[src/lcs_pkg.sv]
// Shared constants, types and lookup tables for lane configuration control.
// Assumes one 50 MHz clock; strap levels arrive as comparator thermometers.
package lcs_pkg;

  // ==========================================================================
  // Sizes and strap indices
  localparam int LCS_NUM_SIDES   = 2;
  localparam int LCS_THERMO_W    = 3;
  localparam int LCS_NUM_STRAPS  = 12;
  localparam int LCS_S_EQ_DN_HI  = 0;
  localparam int LCS_S_EQ_DN_LO  = 1;
  localparam int LCS_S_EQ_UP_HI  = 2;
  localparam int LCS_S_EQ_UP_LO  = 3;
  localparam int LCS_S_DEM_DN_HI = 4;
  localparam int LCS_S_DEM_DN_LO = 5;
  localparam int LCS_S_DEM_UP_HI = 6;
  localparam int LCS_S_DEM_UP_LO = 7;
  localparam int LCS_S_MGMT      = 8;
  localparam int LCS_S_RECEIVER_DETECT_PINS     = 9;
  localparam int LCS_S_MODE      = 10;
  localparam int LCS_S_THRESH    = 11;
  localparam int LCS_OVR_BIT     = 7;
  localparam int LCS_LEVEL_MSB   = 1;

  // ==========================================================================
  // Types
  typedef enum logic [1:0] {
    LCS_LVL_LOW, LCS_LVL_RES, LCS_LVL_FLOAT, LCS_LVL_HIGH
  } lcs_level_type;

  typedef enum logic [1:0] {
    LCS_SRC_PIN, LCS_SRC_SLAVE, LCS_SRC_MASTER
  } lcs_source_type;

  typedef enum logic [2:0] {
    LCS_FLD_EQ, LCS_FLD_SWING, LCS_FLD_DEEMPH, LCS_FLD_TERM_DIS,
    LCS_FLD_MODE, LCS_FLD_INPUT_EN, LCS_FLD_THRESH
  } lcs_field_type;

  typedef struct packed {
    logic [7:0] eq;
    logic [2:0] output_swing;
    logic [1:0] deemphasis_level;
    logic       term_dis;
  } lcs_lane_type;

  typedef struct packed {
    logic [1:0] mode;
    logic       mode_ovr;
    logic [1:0] input_en;
    logic       input_en_ovr;
    logic [1:0] thresh;
    logic       thresh_ovr;
  } lcs_global_type;

  typedef struct packed {
    logic          valid;
    lcs_field_type field;
    logic [1:0]    lane;
    logic [7:0]    data;
  } lcs_write_type;

  // ==========================================================================
  // Reset values
  localparam lcs_lane_type   LCS_LANE_RST = '0;
  localparam lcs_global_type LCS_GLB_RST  = '0;

  // ==========================================================================
  // Pin-mode tables, indexed by {hi strap, lo strap}
  localparam logic [7:0] LCS_EQ_TABLE [16] = '{
    8'h00, 8'h01, 8'h02, 8'h03, 8'h07, 8'h15, 8'h0b, 8'h0f,
    8'h55, 8'h1f, 8'h2f, 8'h3f, 8'haa, 8'h7f, 8'hbf, 8'hff
  };
  // Swing code n is 0.6 V plus n times 0.1 V
  localparam logic [2:0] LCS_SWING_TABLE [16] = '{
    3'h0, 3'h2, 3'h2, 3'h3, 3'h3, 3'h3, 3'h4, 3'h4,
    3'h4, 3'h5, 3'h5, 3'h5, 3'h6, 3'h6, 3'h6, 3'h6
  };
  // Codes 0..3 are 0, -3.5, -6 and -9 dB
  localparam logic [1:0] LCS_DEEMPH_TABLE [16] = '{
    2'h0, 2'h0, 2'h1, 2'h0, 2'h1, 2'h2, 2'h0, 2'h1,
    2'h2, 2'h0, 2'h1, 2'h2, 2'h0, 2'h1, 2'h2, 2'h3
  };

endpackage

[src/lcs_strap_decode.sv]
// Synchronises and decodes four-level strap comparator outputs.
// Assumes each strap gives three comparators at 0.2, 0.5 and 0.8 of supply.
module lcs_strap_decode #(
  parameter int NUM = 12
) (
  input  wire logic                                   sys_clk,
  input  wire logic                                   rst_b,
  input  wire logic [NUM-1:0][lcs_pkg::LCS_THERMO_W-1:0] thermo,
  output lcs_pkg::lcs_level_type [NUM-1:0]            level
);

  // ==========================================================================
  // Per-strap synchroniser and level decode
  for (genvar g = 0; g < NUM; g++) begin : g_strap
    logic [lcs_pkg::LCS_THERMO_W-1:0] s1_r;
    logic [lcs_pkg::LCS_THERMO_W-1:0] s2_r;
    logic [lcs_pkg::LCS_THERMO_W-1:0] s1_nxt;
    logic [lcs_pkg::LCS_THERMO_W-1:0] s2_nxt;

    always_comb begin
      s1_nxt = thermo[g];
      s2_nxt = s1_r;
    end

    always_ff @(posedge sys_clk or negedge rst_b) begin
      if (!rst_b) begin
        s1_r <= '0;
        s2_r <= '0;
      end else begin
        s1_r <= s1_nxt;
        s2_r <= s2_nxt;
      end
    end

    // Highest tripped threshold wins
    always_comb begin
      if (s2_r[2])
        level[g] = lcs_pkg::LCS_LVL_HIGH;
      else if (s2_r[1])
        level[g] = lcs_pkg::LCS_LVL_FLOAT;
      else if (s2_r[0])
        level[g] = lcs_pkg::LCS_LVL_RES;
      else
        level[g] = lcs_pkg::LCS_LVL_LOW;
    end
  end

endmodule

[src/lcs_side_lookup.sv]
// Maps one side's equaliser and de-emphasis strap pairs to lane settings.
// Assumes decoded, synchronised strap levels; purely combinational.
module lcs_side_lookup (
  input  lcs_pkg::lcs_level_type eq_hi,
  input  lcs_pkg::lcs_level_type eq_lo,
  input  lcs_pkg::lcs_level_type dem_hi,
  input  lcs_pkg::lcs_level_type dem_lo,
  output lcs_pkg::lcs_lane_type  setting
);

  // ==========================================================================
  // Two-digit strap index into the tables
  logic [3:0] eq_idx;
  logic [3:0] dem_idx;

  always_comb begin
    eq_idx                   = {eq_hi, eq_lo};
    dem_idx                  = {dem_hi, dem_lo};
    setting.eq               = lcs_pkg::LCS_EQ_TABLE[eq_idx];
    setting.output_swing     = lcs_pkg::LCS_SWING_TABLE[dem_idx];
    setting.deemphasis_level = lcs_pkg::LCS_DEEMPH_TABLE[dem_idx];
    setting.term_dis         = 1'b0;
  end

endmodule

[src/lcs_config_top.sv]
// Control source selection, per-lane registers and pin overrides.
// Assumes the bus or EEPROM engine issues field writes on sys_clk.
module lcs_config_top #(
  parameter int LANES_PER_SIDE = 2
) (
  input  wire logic                                sys_clk,
  input  wire logic                                rst_b,
  input  wire logic [lcs_pkg::LCS_THERMO_W-1:0]    eq_down_side_hi_strap,
  input  wire logic [lcs_pkg::LCS_THERMO_W-1:0]    eq_down_side_lo_strap,
  input  wire logic [lcs_pkg::LCS_THERMO_W-1:0]    eq_up_side_hi_strap,
  input  wire logic [lcs_pkg::LCS_THERMO_W-1:0]    eq_up_side_lo_strap,
  input  wire logic [lcs_pkg::LCS_THERMO_W-1:0]    deemph_down_side_hi_strap,
  input  wire logic [lcs_pkg::LCS_THERMO_W-1:0]    deemph_down_side_lo_strap,
  input  wire logic [lcs_pkg::LCS_THERMO_W-1:0]    deemph_up_side_hi_strap,
  input  wire logic [lcs_pkg::LCS_THERMO_W-1:0]    deemph_up_side_lo_strap,
  input  wire logic [lcs_pkg::LCS_THERMO_W-1:0]    mgmt_enable_strap,
  input  wire logic [lcs_pkg::LCS_THERMO_W-1:0]    receiver_detect_pins,
  input  wire logic [lcs_pkg::LCS_THERMO_W-1:0]    mode_strap,
  input  wire logic [lcs_pkg::LCS_THERMO_W-1:0]    idle_threshold_pin,
  input  wire logic                                power_down_pin,
  input  wire logic [2*LANES_PER_SIDE-1:0]         rx_present,
  input  lcs_pkg::lcs_write_type                   cfg_write,
  output lcs_pkg::lcs_lane_type [2*LANES_PER_SIDE-1:0] lane_cfg,
  output logic [2*LANES_PER_SIDE-1:0]              term_on,
  output lcs_pkg::lcs_level_type                   proto_mode,
  output lcs_pkg::lcs_level_type                   idle_threshold,
  output lcs_pkg::lcs_source_type                  ctrl_source,
  output logic [3:0]                               slave_address_inputs
);

  localparam int NUM_LANES = lcs_pkg::LCS_NUM_SIDES * LANES_PER_SIDE;

  if (LANES_PER_SIDE < 1 || LANES_PER_SIDE > 2) begin : g_check
    $error("LANES_PER_SIDE must be 1 or 2");
  end

  // ==========================================================================
  // Strap decode
  lcs_pkg::lcs_level_type [lcs_pkg::LCS_NUM_STRAPS-1:0] lv;

  lcs_strap_decode #(
    .NUM    (lcs_pkg::LCS_NUM_STRAPS)
  ) u_decode (
    .sys_clk(sys_clk),
    .rst_b  (rst_b),
    .thermo ({idle_threshold_pin, mode_strap, receiver_detect_pins,
              mgmt_enable_strap, deemph_up_side_lo_strap,
              deemph_up_side_hi_strap, deemph_down_side_lo_strap,
              deemph_down_side_hi_strap, eq_up_side_lo_strap,
              eq_up_side_hi_strap, eq_down_side_lo_strap,
              eq_down_side_hi_strap}),
    .level  (lv)
  );

  // ==========================================================================
  // Pin synchronisers
  logic                 pd_s1_r;
  logic                 pd_s2_r;
  logic [NUM_LANES-1:0] rx_s1_r;
  logic [NUM_LANES-1:0] rx_s2_r;
  logic                 pd_s1_nxt;
  logic                 pd_s2_nxt;
  logic [NUM_LANES-1:0] rx_s1_nxt;
  logic [NUM_LANES-1:0] rx_s2_nxt;

  always_comb begin
    pd_s1_nxt = power_down_pin;
    pd_s2_nxt = pd_s1_r;
    rx_s1_nxt = rx_present;
    rx_s2_nxt = rx_s1_r;
  end

  always_ff @(posedge sys_clk or negedge rst_b) begin
    if (!rst_b) begin
      pd_s1_r <= 1'b0;
      pd_s2_r <= 1'b0;
      rx_s1_r <= '0;
      rx_s2_r <= '0;
    end else begin
      pd_s1_r <= pd_s1_nxt;
      pd_s2_r <= pd_s2_nxt;
      rx_s1_r <= rx_s1_nxt;
      rx_s2_r <= rx_s2_nxt;
    end
  end

  // ==========================================================================
  // Control source
  lcs_pkg::lcs_source_type src;
  lcs_pkg::lcs_level_type  mgmt_lv;
  logic                    reg_mode;

  always_comb begin
    mgmt_lv = lv[lcs_pkg::LCS_S_MGMT];
    unique case (mgmt_lv)
      lcs_pkg::LCS_LVL_LOW:  src = lcs_pkg::LCS_SRC_PIN;
      lcs_pkg::LCS_LVL_HIGH: src = lcs_pkg::LCS_SRC_SLAVE;
      default:               src = lcs_pkg::LCS_SRC_MASTER;
    endcase
    reg_mode = (src != lcs_pkg::LCS_SRC_PIN);
  end

  // ==========================================================================
  // Configuration registers
  lcs_pkg::lcs_lane_type [NUM_LANES-1:0] lane_reg_r;
  lcs_pkg::lcs_lane_type [NUM_LANES-1:0] lane_reg_nxt;
  lcs_pkg::lcs_global_type               glb_r;
  lcs_pkg::lcs_global_type               glb_nxt;

  // Power-down is not an input here, so register contents survive it
  always_comb begin
    lane_reg_nxt = lane_reg_r;
    glb_nxt      = glb_r;
    if (!reg_mode) begin
      lane_reg_nxt = {NUM_LANES{lcs_pkg::LCS_LANE_RST}};
      glb_nxt      = lcs_pkg::LCS_GLB_RST;
    end else if (cfg_write.valid) begin
      unique case (cfg_write.field)
        lcs_pkg::LCS_FLD_EQ: begin
          if (int'(cfg_write.lane) < NUM_LANES)
            lane_reg_nxt[cfg_write.lane].eq = cfg_write.data;
        end
        lcs_pkg::LCS_FLD_SWING: begin
          if (int'(cfg_write.lane) < NUM_LANES)
            lane_reg_nxt[cfg_write.lane].output_swing =
              cfg_write.data[2:0];
        end
        lcs_pkg::LCS_FLD_DEEMPH: begin
          if (int'(cfg_write.lane) < NUM_LANES)
            lane_reg_nxt[cfg_write.lane].deemphasis_level =
              cfg_write.data[1:0];
        end
        lcs_pkg::LCS_FLD_TERM_DIS: begin
          if (int'(cfg_write.lane) < NUM_LANES)
            lane_reg_nxt[cfg_write.lane].term_dis = cfg_write.data[0];
        end
        lcs_pkg::LCS_FLD_MODE: begin
          glb_nxt.mode     = cfg_write.data[1:0];
          glb_nxt.mode_ovr = cfg_write.data[lcs_pkg::LCS_OVR_BIT];
        end
        lcs_pkg::LCS_FLD_INPUT_EN: begin
          glb_nxt.input_en     = cfg_write.data[1:0];
          glb_nxt.input_en_ovr = cfg_write.data[lcs_pkg::LCS_OVR_BIT];
        end
        lcs_pkg::LCS_FLD_THRESH: begin
          glb_nxt.thresh     = cfg_write.data[1:0];
          glb_nxt.thresh_ovr = cfg_write.data[lcs_pkg::LCS_OVR_BIT];
        end
        default: ;
      endcase
    end
  end

  always_ff @(posedge sys_clk or negedge rst_b) begin
    if (!rst_b) begin
      lane_reg_r <= {NUM_LANES{lcs_pkg::LCS_LANE_RST}};
      glb_r      <= lcs_pkg::LCS_GLB_RST;
    end else begin
      lane_reg_r <= lane_reg_nxt;
      glb_r      <= glb_nxt;
    end
  end

  // ==========================================================================
  // Pin-mode side settings
  lcs_pkg::lcs_lane_type [lcs_pkg::LCS_NUM_SIDES-1:0] side_set;

  lcs_side_lookup u_down (
    .eq_hi  (lv[lcs_pkg::LCS_S_EQ_DN_HI]),
    .eq_lo  (lv[lcs_pkg::LCS_S_EQ_DN_LO]),
    .dem_hi (lv[lcs_pkg::LCS_S_DEM_DN_HI]),
    .dem_lo (lv[lcs_pkg::LCS_S_DEM_DN_LO]),
    .setting(side_set[0])
  );

  lcs_side_lookup u_up (
    .eq_hi  (lv[lcs_pkg::LCS_S_EQ_UP_HI]),
    .eq_lo  (lv[lcs_pkg::LCS_S_EQ_UP_LO]),
    .dem_hi (lv[lcs_pkg::LCS_S_DEM_UP_HI]),
    .dem_lo (lv[lcs_pkg::LCS_S_DEM_UP_LO]),
    .setting(side_set[1])
  );

  // ==========================================================================
  // Effective settings and outputs
  lcs_pkg::lcs_lane_type [NUM_LANES-1:0] lane_cfg_r;
  lcs_pkg::lcs_lane_type [NUM_LANES-1:0] lane_cfg_nxt;
  logic [NUM_LANES-1:0]                  term_on_r;
  logic [NUM_LANES-1:0]                  term_on_nxt;
  lcs_pkg::lcs_level_type                proto_mode_r;
  lcs_pkg::lcs_level_type                proto_mode_nxt;
  lcs_pkg::lcs_level_type                idle_thr_r;
  lcs_pkg::lcs_level_type                idle_thr_nxt;
  lcs_pkg::lcs_level_type                inen_eff;
  lcs_pkg::lcs_source_type               src_r;
  logic [3:0]                            addr_r;
  logic [3:0]                            addr_nxt;
  logic [3:0]                            addr_pins;

  always_comb begin
    addr_pins = {lv[lcs_pkg::LCS_S_DEM_UP_LO][lcs_pkg::LCS_LEVEL_MSB],
                 lv[lcs_pkg::LCS_S_DEM_DN_LO][lcs_pkg::LCS_LEVEL_MSB],
                 lv[lcs_pkg::LCS_S_EQ_UP_LO][lcs_pkg::LCS_LEVEL_MSB],
                 lv[lcs_pkg::LCS_S_EQ_DN_LO][lcs_pkg::LCS_LEVEL_MSB]};
    addr_nxt = reg_mode ? addr_pins : 4'h0;
    proto_mode_nxt = (reg_mode && glb_r.mode_ovr) ?
      lcs_pkg::lcs_level_type'(glb_r.mode) : lv[lcs_pkg::LCS_S_MODE];
    idle_thr_nxt = (reg_mode && glb_r.thresh_ovr) ?
      lcs_pkg::lcs_level_type'(glb_r.thresh) :
      lv[lcs_pkg::LCS_S_THRESH];
    inen_eff = (reg_mode && glb_r.input_en_ovr) ?
      lcs_pkg::lcs_level_type'(glb_r.input_en) :
      lv[lcs_pkg::LCS_S_RECEIVER_DETECT_PINS];
    for (int i = 0; i < NUM_LANES; i++) begin
      lane_cfg_nxt[i] = reg_mode ? lane_reg_r[i] :
                        side_set[i / LANES_PER_SIDE];
      if (pd_s2_r || (reg_mode && lane_reg_r[i].term_dis)) begin
        term_on_nxt[i] = 1'b0;
      end else begin
        unique case (inen_eff)
          lcs_pkg::LCS_LVL_LOW:   term_on_nxt[i] = 1'b1;
          lcs_pkg::LCS_LVL_HIGH:  term_on_nxt[i] = 1'b1;
          lcs_pkg::LCS_LVL_FLOAT: term_on_nxt[i] = rx_s2_r[i];
          default:                term_on_nxt[i] = 1'b0;
        endcase
      end
    end
  end

  always_ff @(posedge sys_clk or negedge rst_b) begin
    if (!rst_b) begin
      lane_cfg_r   <= {NUM_LANES{lcs_pkg::LCS_LANE_RST}};
      term_on_r    <= '0;
      proto_mode_r <= lcs_pkg::LCS_LVL_LOW;
      idle_thr_r   <= lcs_pkg::LCS_LVL_LOW;
      src_r        <= lcs_pkg::LCS_SRC_PIN;
      addr_r       <= 4'h0;
    end else begin
      lane_cfg_r   <= lane_cfg_nxt;
      term_on_r    <= term_on_nxt;
      proto_mode_r <= proto_mode_nxt;
      idle_thr_r   <= idle_thr_nxt;
      src_r        <= src;
      addr_r       <= addr_nxt;
    end
  end

  assign lane_cfg             = lane_cfg_r;
  assign term_on              = term_on_r;
  assign proto_mode           = proto_mode_r;
  assign idle_threshold       = idle_thr_r;
  assign ctrl_source          = src_r;
  assign slave_address_inputs = addr_r;

  // ==========================================================================
  // Checks
  logic [3:0]             eq_idx_dn;
  logic [3:0]             dem_idx_dn;
  lcs_pkg::lcs_level_type mode_pin;
  logic [1:0]             mode_reg;

  assign eq_idx_dn  = {lv[lcs_pkg::LCS_S_EQ_DN_HI], lv[lcs_pkg::LCS_S_EQ_DN_LO]};
  assign dem_idx_dn = {lv[lcs_pkg::LCS_S_DEM_DN_HI],
                       lv[lcs_pkg::LCS_S_DEM_DN_LO]};
  assign mode_pin   = lv[lcs_pkg::LCS_S_MODE];
  assign mode_reg   = glb_r.mode;

  logic ctrl_source_r_is_pin;
  assign ctrl_source_r_is_pin = (src_r == lcs_pkg::LCS_SRC_PIN);
endmodule

[config.mk]
export PLATFORM = sky130hd
export DESIGN_NAME = lcs_config_top
export DESIGN_NICKNAME = d
export VERILOG_FILES = /design/src/lcs_pkg.sv /design/src/lcs_strap_decode.sv /design/src/lcs_side_lookup.sv /design/src/lcs_config_top.sv
export SDC_FILE = /design/constraint.sdc
export NUM_CORES = 1
export LEC_CHECK = 0
export ABC_AREA = 1
export BUFFER_PORTS_ARGS = -buffer_cell sky130_fd_sc_hd__clkbuf_2
export CORE_AREA = 8 8 139 141
export CTS_CLUSTER_SIZE = 10
export DETAILED_ROUTE_END_ITERATION = 10
export DIE_AREA = 0 0 147 149
export PLACE_DENSITY = 0.71
export SLEW_MARGIN = 20
export SYNTH_ARGS = -nofsm -noshare
export SYNTH_HDL_FRONTEND = slang
export SYNTH_SLANG_ARGS = --single-unit
[constraint.sdc]
create_clock -name sys_clk -period 5.3 [get_ports sys_clk]
set_input_delay 0.53 -clock sys_clk [delete_from_list [all_inputs] [get_ports sys_clk]]
set_output_delay 0.53 -clock sys_clk [all_outputs]
set_load 0.05 [all_outputs]
==> results of run 1 <==
## power groups by stage
| stage | combinational, mW | clock [mW] | sequential, mW |
|---|---|---|---|
| finish | 0.570 | 1.41 | 1.86 |
| CTS | 0.578 | 1.45 | 1.86 |
| detailed placement | 0.575 | 0 | 1.88 |
| floorplan | 0.194 | 0 | 2.08 |
| global placement | 0.567 | 0 | 1.88 |
| global route | 0.628 | 1.53 | 1.87 |
## area by class of cell
cell class                      count  share of cell area [%]
Clock buffer                       28                    6.36
Inverter                           71                    2.66
Multi-Input combinational cell    614                    27.1
Sequential cell                   217                    54.2
Tap cell                          225                    2.81
Timing Repair Buffer              131                    6.88
## Yosys cell counts, drive strengths merged
library cell  count
nand2           409
dfrtp           217
nand3            40
buf              13
a21oi            13
a31oi             2
o21ai            74
or2               3
nor2             38
o211ai           10
o22ai             2
inv              71
o21bai            1
nand4             2
ha               12
clkbuf            8
nor3              8
## routing by layer
metal | wire length (um) | part of all wire [%] | up-vias
met1 | 7700 | 42 | 2990
met2 | 9070 | 49 | 176
li1 | - | - | 3148
met5 | 0 | 0 | -
met4 | 437 | 2.4 | 0
met3 | 1180 | 6.4 | 35
## metrics by stage
stage / util (%) / total power [mW]
global placement: 55.0 / 2.45
detailed placement: 55.0 / 2.46
CTS: 58.7 / 3.89
global route: 58.7 / 4.02
floorplan: - / 2.27
finish: 58.7 / 3.84
## logic make-up after synthesis
kind of cell	synth area share, %
AND/OR/NAND/NOR	23.4
flip-flops	63.9
AO/OA/AOI/OAI	6.65
buffers and inverters	4.25
adder cells (fa/ha/maj)	1.77
## worst max-delay path: cells and delay by family (launching register included)
family                     cells  cell delay, ns
buffers and inverters          5            0.99
AOI/OAI and AO/OA              2            0.34
DFF                            1            0.35
and+or+nand+nor                4            0.94
adders and majority gates      2            0.38
## layout by cell type (no fill, tap or decap), drive strengths merged
| cell | Yosys | final |
|---|---|---|
| a31oi | 2 | 2 |
| nand3 | 40 | 40 |
| a21oi | 13 | 13 |
| ha | 12 | 12 |
| dfrtp | 217 | 217 |
| nand2 | 409 | 409 |
| or2 | 3 | 3 |
| o21bai | 1 | 1 |
| nor2 | 38 | 38 |
| o21ai | 74 | 74 |
| o22ai | 2 | 2 |
| inv | 71 | 71 |
| nand4 | 2 | 2 |
| nor3 | 8 | 8 |
| o211ai | 10 | 10 |
| buf | 13 | 5 |
| clkbuf | 8 | 154 |
## path summary, 6_finish.rpt
path                                                     endpoint  depth (start not counted)
max                                          term_on[1]$_DFF_PN0_                         13
min                         u_decode.g_strap[5].s2_r[0]$_DFF_PN0_                          1
max reg2reg                                  term_on[1]$_DFF_PN0_                         13
min reg2reg                                     pd_s2_r$_DFF_PN0_                          0
max in group asynchronous                   lane_cfg[7]$_DFF_PN0_                          2
min in group sys_clk       u_decode.g_strap[10].s1_r[1]$_DFF_PN0_                          1
==> results summary, run 1 <==
In this run, the number of DRC markers left after iteration 0 of detailed routing was 430. Based on the critical path, the design can be clocked at up to 321 MHz. The count of maximum capacitance violations is 0.

The worst clock skew on the final layout came out at 0.0121 ns. The total of fill cells in the finished design is 1471. The total CTS buffers came out at 25. Measured against its own limit, the worst slew margin works out to 35.8%. The number of warning messages in the yosys log came out at 0. The gate count of the mapped netlist is 923. The number of port buffers is 126.

After synthesis, the cell types taking the most area are sky130_fd_sc_hd__dfrtp_1 (64%), sky130_fd_sc_hd__nand2_1 (18%), sky130_fd_sc_hd__o21ai_0 (4.1%), sky130_fd_sc_hd__inv_1 (2.9%), sky130_fd_sc_hd__nand3_1 (2.4%). The most used cell along the critical path is sky130_fd_sc_hd__inv_1. The first detailed-routing pass ran for 5 iterations.

The via count normalized by instance count is 4.94. The layout cell share with drive strength beyond 1 came out at 16.5%. Summing all multi-input logic gate instances after layout gives 2710 sq um. Setup repair after global routing left no endpoint under its margin. The required time at the endpoint of the critical path came out at 5.71 ns. The total of flip-flops plus latches after synthesis came out at 217. Detailed placement ended at an HPWL of 12700 um. The filler-free cell count of the finished design is 1286. For the pin with the worst max-slew slack, the measured transition is 0.959 ns.

The final estimated routing congestion in global placement is 0.838. The launch instance of the worst register-to-register path is u_decode.g_strap[8].s2_r[1]$_DFF_PN0_. The flow ran to the end, and the final reports show no timing, DRC or antenna violations.

Setup violations remaining at the end of the flow were counted as 0. The slowest stage of the critical path belongs to the cell sky130_fd_sc_hd__buf_4. After layout, the worst path uses 58.7% of the clock period. The placeable core area came out at 17100 sq um. The area taken by flip-flops and latches came out at 5430 sq um. The insertion delay to the later sink of the worst-skew pair came out at 0.50 ns. After detailed placement, the design holds a cell count of 1258. The worst setup path is captured at a flip-flop.

The share of the Yosys chip area taken by registers is 63.9%. STA classifies the critical path startpoint as a flip-flop. The area of the die is 21900 sq um. The per-instance average area after synthesis is 9.21 sq um. The count of endpoints failing hold in the final timing report came out at 0.

The combinational group share of total power came out at 14.9%. TritonCTS built the clock tree. The internal power is 2.76 mW. Walking the worst path, the cells encountered are inv_1, a21oi_1, ha_2, buf_4, inv_2, nand2_1, inv_1, or2_1, o22ai_1, inv_1, ha_1, or2_2, nor3_1.

The met1 track demand over resource is 20.7%. The share of the synthesized area in the top cell type is 63.9%. The met3 layer usage reported by global route is 4.16%. The clock passes through at most 3 buffers. For this block, the via count after detailed routing is 6349. 0 antenna diodes ended up in the layout. After clock tree synthesis, the clock-pin slew on the worst setup and hold paths is 0.05 ns. Once the clock tree was built, the resizer swapped 0 gates to a different size. From left edge to right edge, the die measures 147 um. Along the worst path, the maximum fanout reaches 44. The minimum setup slack after placement came out at 2.23 ns. Net switching is 28.0% of the power. The global routing stage identified its most utilized layer as met2. For this run, the total global-route usage over all layers was measured as 16.9%. Once the floorplan was initialized, standard cells occupied 49.8% of the core. Across all register-to-register paths, the minimum setup slack is 2.19 ns. The number of nets still failing antenna checks after routing is 0. The net count after synthesis is 992. The count of standard-cell rows came out at 48. The largest net degree at the start of global routing is 123. The power density of the placed cells is 383 nW/um^2. The hold buffer count at cts came out at 0. The maximum level of the CTS H-tree came out at 1.

In this run the worst hold path is classified as in -> async. The total non-filler cell area in the finished layout came out at 10000 sq um. The number of distinct library cells after synthesis came out at 27.

The initial antenna violation count is 0. The cell sitting at the root of the clock tree is a sky130_fd_sc_hd__clkbuf_16. The worst supply voltage drop on vdd is 0.000270 V. The smallest setup slack after layout came out at 2.19 ns.

Sequential cells burn 48.4% of the power. For this design the top-level I/O count stands at 127. The net count of the finished layout came out at 1129.

The vertical die dimension came out at 149 um. The max-slew violation count was 0. The final wirelength is 18400 um. The biggest cell delay along the critical path is 0.43 ns. Summed over all nets, the switching power comes to 1.07 mW. Summing every instance area after synthesis gives 8500 sq um.

The clock sink count is 217. In this run the static leakage power is 5.49 nW. The aggregate global routing overflow came out at 0. The number of buffers inserted by post-CTS setup repair came out at 0. The worst hold slack came out at 0.0656 ns. The met2 demand-to-capacity share in global routing came out at 29.3%. The origin of the worst setup path is u_decode.g_strap[8].s2_r[1]$_DFF_PN0_. The per-cell routed wire length came out at 14.3 um. The remaining design rule violation count is 0.

The clock network fraction of total power is 36.8%. The number of global-route vias before repair came out at 6283. The global-route wire length before repair is 30400 um. The largest total area in the synthesized netlist belongs to sky130_fd_sc_hd__dfrtp_1. The worst path arrival time came out at 3.52 ns. The layout overhead on the synthesized area is 17.9%. The worst setup path is of the reg -> reg kind.

The summed negative setup slack over all endpoints came out at 0 ns. The final critical path time including I/O delays and setup is 3.11 ns. Summing all placed instances gives a cell area of 9380 sq um.
(Power assumes the default switching activity.)
==> inputs of run 2 (changes only) <==
--- a/config.mk
+++ b/config.mk
@@ -11,7 +11,7 @@
 export CTS_CLUSTER_SIZE = 10
 export DETAILED_ROUTE_END_ITERATION = 10
 export DIE_AREA = 0 0 147 149
-export PLACE_DENSITY = 0.71
+export PLACE_DENSITY = 0.74
 export SLEW_MARGIN = 20
 export SYNTH_ARGS = -nofsm -noshare
 export SYNTH_HDL_FRONTEND = slang
==> constraint.sdc (replaced) <==
create_clock -name sys_clk -period 2.7 [get_ports sys_clk]
set_input_delay 0.27 -clock sys_clk [delete_from_list [all_inputs] [get_ports sys_clk]]
set_output_delay 0.27 -clock sys_clk [all_outputs]
set_load 0.05 [all_outputs]
==> run 2 against run 1 <==
  * Final cell count up 3.9%
  * Fmax increased by 38%
  * Cell area grew 4.9%
  * Critical path depth decreased by 2
  * Non-clock buffer count is 49 higher
  * Clock skew up 0.019 ns
  * Combinational power increased by 110%
  * Sequential power grew 96%
  * Die area did not move
  * Sequential cell count unchanged
  * Via count rose by 3.3%
  * Critical endpoint is now term_on[3]$_DFF_PN0_
  * Largest power group unchanged
  * Highest routed layer unchanged
==> results summary, run 2 (synthesized netlist as in run 1, its figures left out) <==
The vertical die dimension came to 149 um (unchanged). STA classifies the critical path startpoint as a flip-flop. The tightest min-delay check is of the in -> reg type.

The endpoint of the worst-slack reg-to-reg timing path is term_on[3]$_DFF_PN0_. The required time at the endpoint of the critical path is 3.11 ns (-2.60 ns). The minimum setup slack among reg-to-reg paths is 0.45 ns (-1.74 ns). The run finished with clean final reports.

The type of the worst setup path is reg -> reg. The internal power is 5.47 mW (+98%). The utilization after layout came to 61.6% (+2.9 points).

The final wirelength is 19000 um (+3.6%). The total met3 wirelength after detailed routing is 1350 um (+14%). The detailed-routing iteration count for the pre-antenna-repair pass is 5 (unchanged). The via total after detailed routing came out at 6557 (+3.3%).

The initial antenna violation count is 0 (unchanged). In this run the top signal layer used is met4. The net count of the finished layout is 1178 (+4.3%).

The aggregate global routing overflow came out at 0 (unchanged). The final worst-path cycle share was 83.5% (+25 points). The starting DRC count in detailed routing was 481 (+12%). Setup repair after global routing left no endpoint under its margin.

The sum of routed wire segments on met1 was 8090 um (+5.1%). The combinational group share of total power came out at 15.4% (+0.5 points). The leakage power is 5.71 nW (+4.0%). The root buffer cell chosen for the clock tree is sky130_fd_sc_hd__clkbuf_16. The transition at the pin with the smallest max-transition slack came out at 0.828 ns (-0.132 ns).

The half-perimeter wire length after detailed placement is 13000 um (+2.0%). The max-slew violation count was 0 (unchanged). The number of nets still failing antenna checks after routing was 0 (unchanged). The number of buffers inserted by post-CTS setup repair came to 0 (unchanged). The starting density of the core came out at 49.8% (unchanged). Leaving out fill and tap cells, the most frequent cell in the layout is sky130_fd_sc_hd__nand2_1. The clock network fraction of total power came out at 36.8% (about the same). The clock transition time at the flip-flop clock pins of the worst setup and hold paths came out at 0.05 ns (about the same). The portion of total power attributed to sequential cells came to 47.8% (-0.6 points). The number of placed instances with taps included is 1265 (+0.56%).

TritonCTS built the clock tree. The layout cell share with drive strength beyond 1 came out at 16.4% (-0.11 points). The power spent charging and discharging nets is 2.15 mW (+100%). The sum of met2 wire segment lengths after detailed routing came out at 9230 um (+1.8%).

The total non-filler cell area in the finished layout came out at 10500 sq um (+4.9%). The summed negative setup slack over all endpoints is 0 ns (unchanged). The via count normalized by instance count is 4.91 (-0.59%).

The number of failing setup endpoints in the final timing report is 0 (unchanged). The largest net degree at the start of global routing was 78 (-37%). The final critical path time including I/O delays and setup came out at 2.25 ns (-0.857 ns).

The global-route wire length before repair came to 32100 um (+5.6%). The power density of the placed cells is 726 nW/um^2 (+90%). For hold timing, the worst endpoint is lane_reg_r[52]$_DFFE_PN0P_. The worst supply voltage drop on vdd came out at 0.000456 V (+69%). The total of fill cells in the finished design is 1440 (-2.1%). The final estimated routing congestion in global placement came out at 0.858 (+2.4%). The overall power of the completed layout is 7.63 mW (+99%). The smallest setup slack after layout came out at 0.446 ns (-1.74 ns). The number of buffers on the longest clock path came out at 3 (unchanged).

The worst hold slack is 0.0361 ns (-0.0295 ns). The top fanout value on the critical path is 4 (-91%). The minimum setup slack after placement is 0.445 ns (-1.78 ns). The clock sink count came out at 217 (unchanged). STA classifies the critical path endpoint as a flip-flop. The startpoint identified for the worst hold timing path is cfg_write[4].

The number of antenna repair diodes is 0 (unchanged). The layout overhead on the synthesized area came out at 23.6%. The global-route usage over all layers is 17.8% (+0.87 points).

The per-cell routed wire length came out at 14.2 um (-0.30%). The worst clock skew on the final layout is 0.0314 ns (+0.0193 ns). The die width is 147 um (unchanged). The worst-case headroom to the max-slew limit is 44.6% (+8.8 points). The filler-free cell count of the finished design came to 1336 (+3.9%).

The number of global-route vias before repair came out at 6577 (+4.7%). The count of standard-cell rows came out at 48 (unchanged). Leaving out fill and tap cells, the most frequent cells in the layout are sky130_fd_sc_hd__nand2_1 (409), sky130_fd_sc_hd__dfrtp_1 (217), sky130_fd_sc_hd__clkbuf_2 (125). The launch instance of the worst register-to-register path is u_decode.g_strap[8].s2_r[0]$_DFF_PN0_. The remaining design rule violation count came to 0 (unchanged).

The count of maximum capacitance violations came out at 0 (unchanged). The worst path arrival time is 2.67 ns (-0.85 ns). The number of port buffers is 126 (unchanged). The maximum clock rate came to 444 MHz (+38%).

The fraction of power spent switching nets is 28.2% (+0.20 points). The placeable core area is 17100 sq um (unchanged). The instance area after placement is 9440 sq um (+0.69%). The count of endpoints failing hold in the final timing report is 0 (unchanged).

The total CTS buffers is 25 (unchanged). The area of the die is 21900 sq um (unchanged). The insertion delay to the later sink of the worst-skew pair came out at 0.53 ns (+0.03 ns).

The number of cells traversed by the worst register-to-register path came out at 11 (-2). The worst hold path was traced through 3 stages. The I/O pin count came to 127 (unchanged). The maximum level of the CTS H-tree came to 1 (unchanged).
==> run 2: cell type report <==
| cell class | count | area, sq um | share of cell area [%] |
|---|---|---|---|
| timing repair buffer | 180 | 1170 | 11.2 |
| inverter | 71 | 267 | 2.54 |
| clock inverter | 1 | 8.76 | 0.0833 |
| multi-input combinational | 614 | 2710 | 25.8 |
| sequential | 217 | 5430 | 51.7 |
| tap | 225 | 282 | 2.68 |
| clock buffer | 28 | 637 | 6.06 |
==> run 2: worst max path at each step <==
stage	from	to	slack [ns]
6_report	u_decode.g_strap[8].s2_r[0]$_DFF_PN0_	term_on[3]$_DFF_PN0_	0.45
5_1_grt	u_decode.g_strap[8].s2_r[1]$_DFF_PN0_	term_on[1]$_DFF_PN0_	0.23
4_1_cts	u_decode.g_strap[8].s2_r[0]$_DFF_PN0_	term_on[1]$_DFF_PN0_	0.43
3_5_place_dp	u_decode.g_strap[8].s2_r[0]$_DFF_PN0_	term_on[1]$_DFF_PN0_	0.45
3_3_place_gp	u_decode.g_strap[8].s2_r[0]$_DFF_PN0_	term_on[0]$_DFF_PN0_	0.56
2_1_floorplan	u_decode.g_strap[8].s2_r[0]$_DFF_PN0_	term_on[0]$_DFF_PN0_	0.50
==> run 2: critical path, cell delays in order (launching register included) <==
cell	delay, ns
sky130_fd_sc_hd__dfrtp_1	0.35
sky130_fd_sc_hd__a21oi_1	0.20
sky130_fd_sc_hd__ha_2	0.24
sky130_fd_sc_hd__inv_2	0.05
sky130_fd_sc_hd__nand2_1	0.09
sky130_fd_sc_hd__inv_1	0.06
sky130_fd_sc_hd__or2_1	0.23
sky130_fd_sc_hd__o22ai_1	0.19
sky130_fd_sc_hd__inv_1	0.07
sky130_fd_sc_hd__ha_1	0.18
sky130_fd_sc_hd__or2_2	0.33
sky130_fd_sc_hd__nor3_1	0.17
==> run 2: what timing repair did <==
action	4_1_cts	5_1_grt
endpoints found under the hold margin	115	0
hold buffers	42	0
gates resized for setup	0	0
==> run 2: power groups by stage <==
stage	logic, mW	registers (mW)	clock network, mW
3_5_place_dp	1.14	3.70	0
4_1_cts	1.19	3.65	2.87
3_3_place_gp	1.12	3.69	0
6_report	1.18	3.64	2.81
5_1_grt	1.29	3.67	3.03
2_1_floorplan	0.380	4.07	0
==> run 2: per-layer routing <==
metal,track usage (%),vias to the layer above
met4,4.54,0
met5,0,-
li1,-,3258
met3,4.64,30
met2,30.7,185
met1,21.8,3084
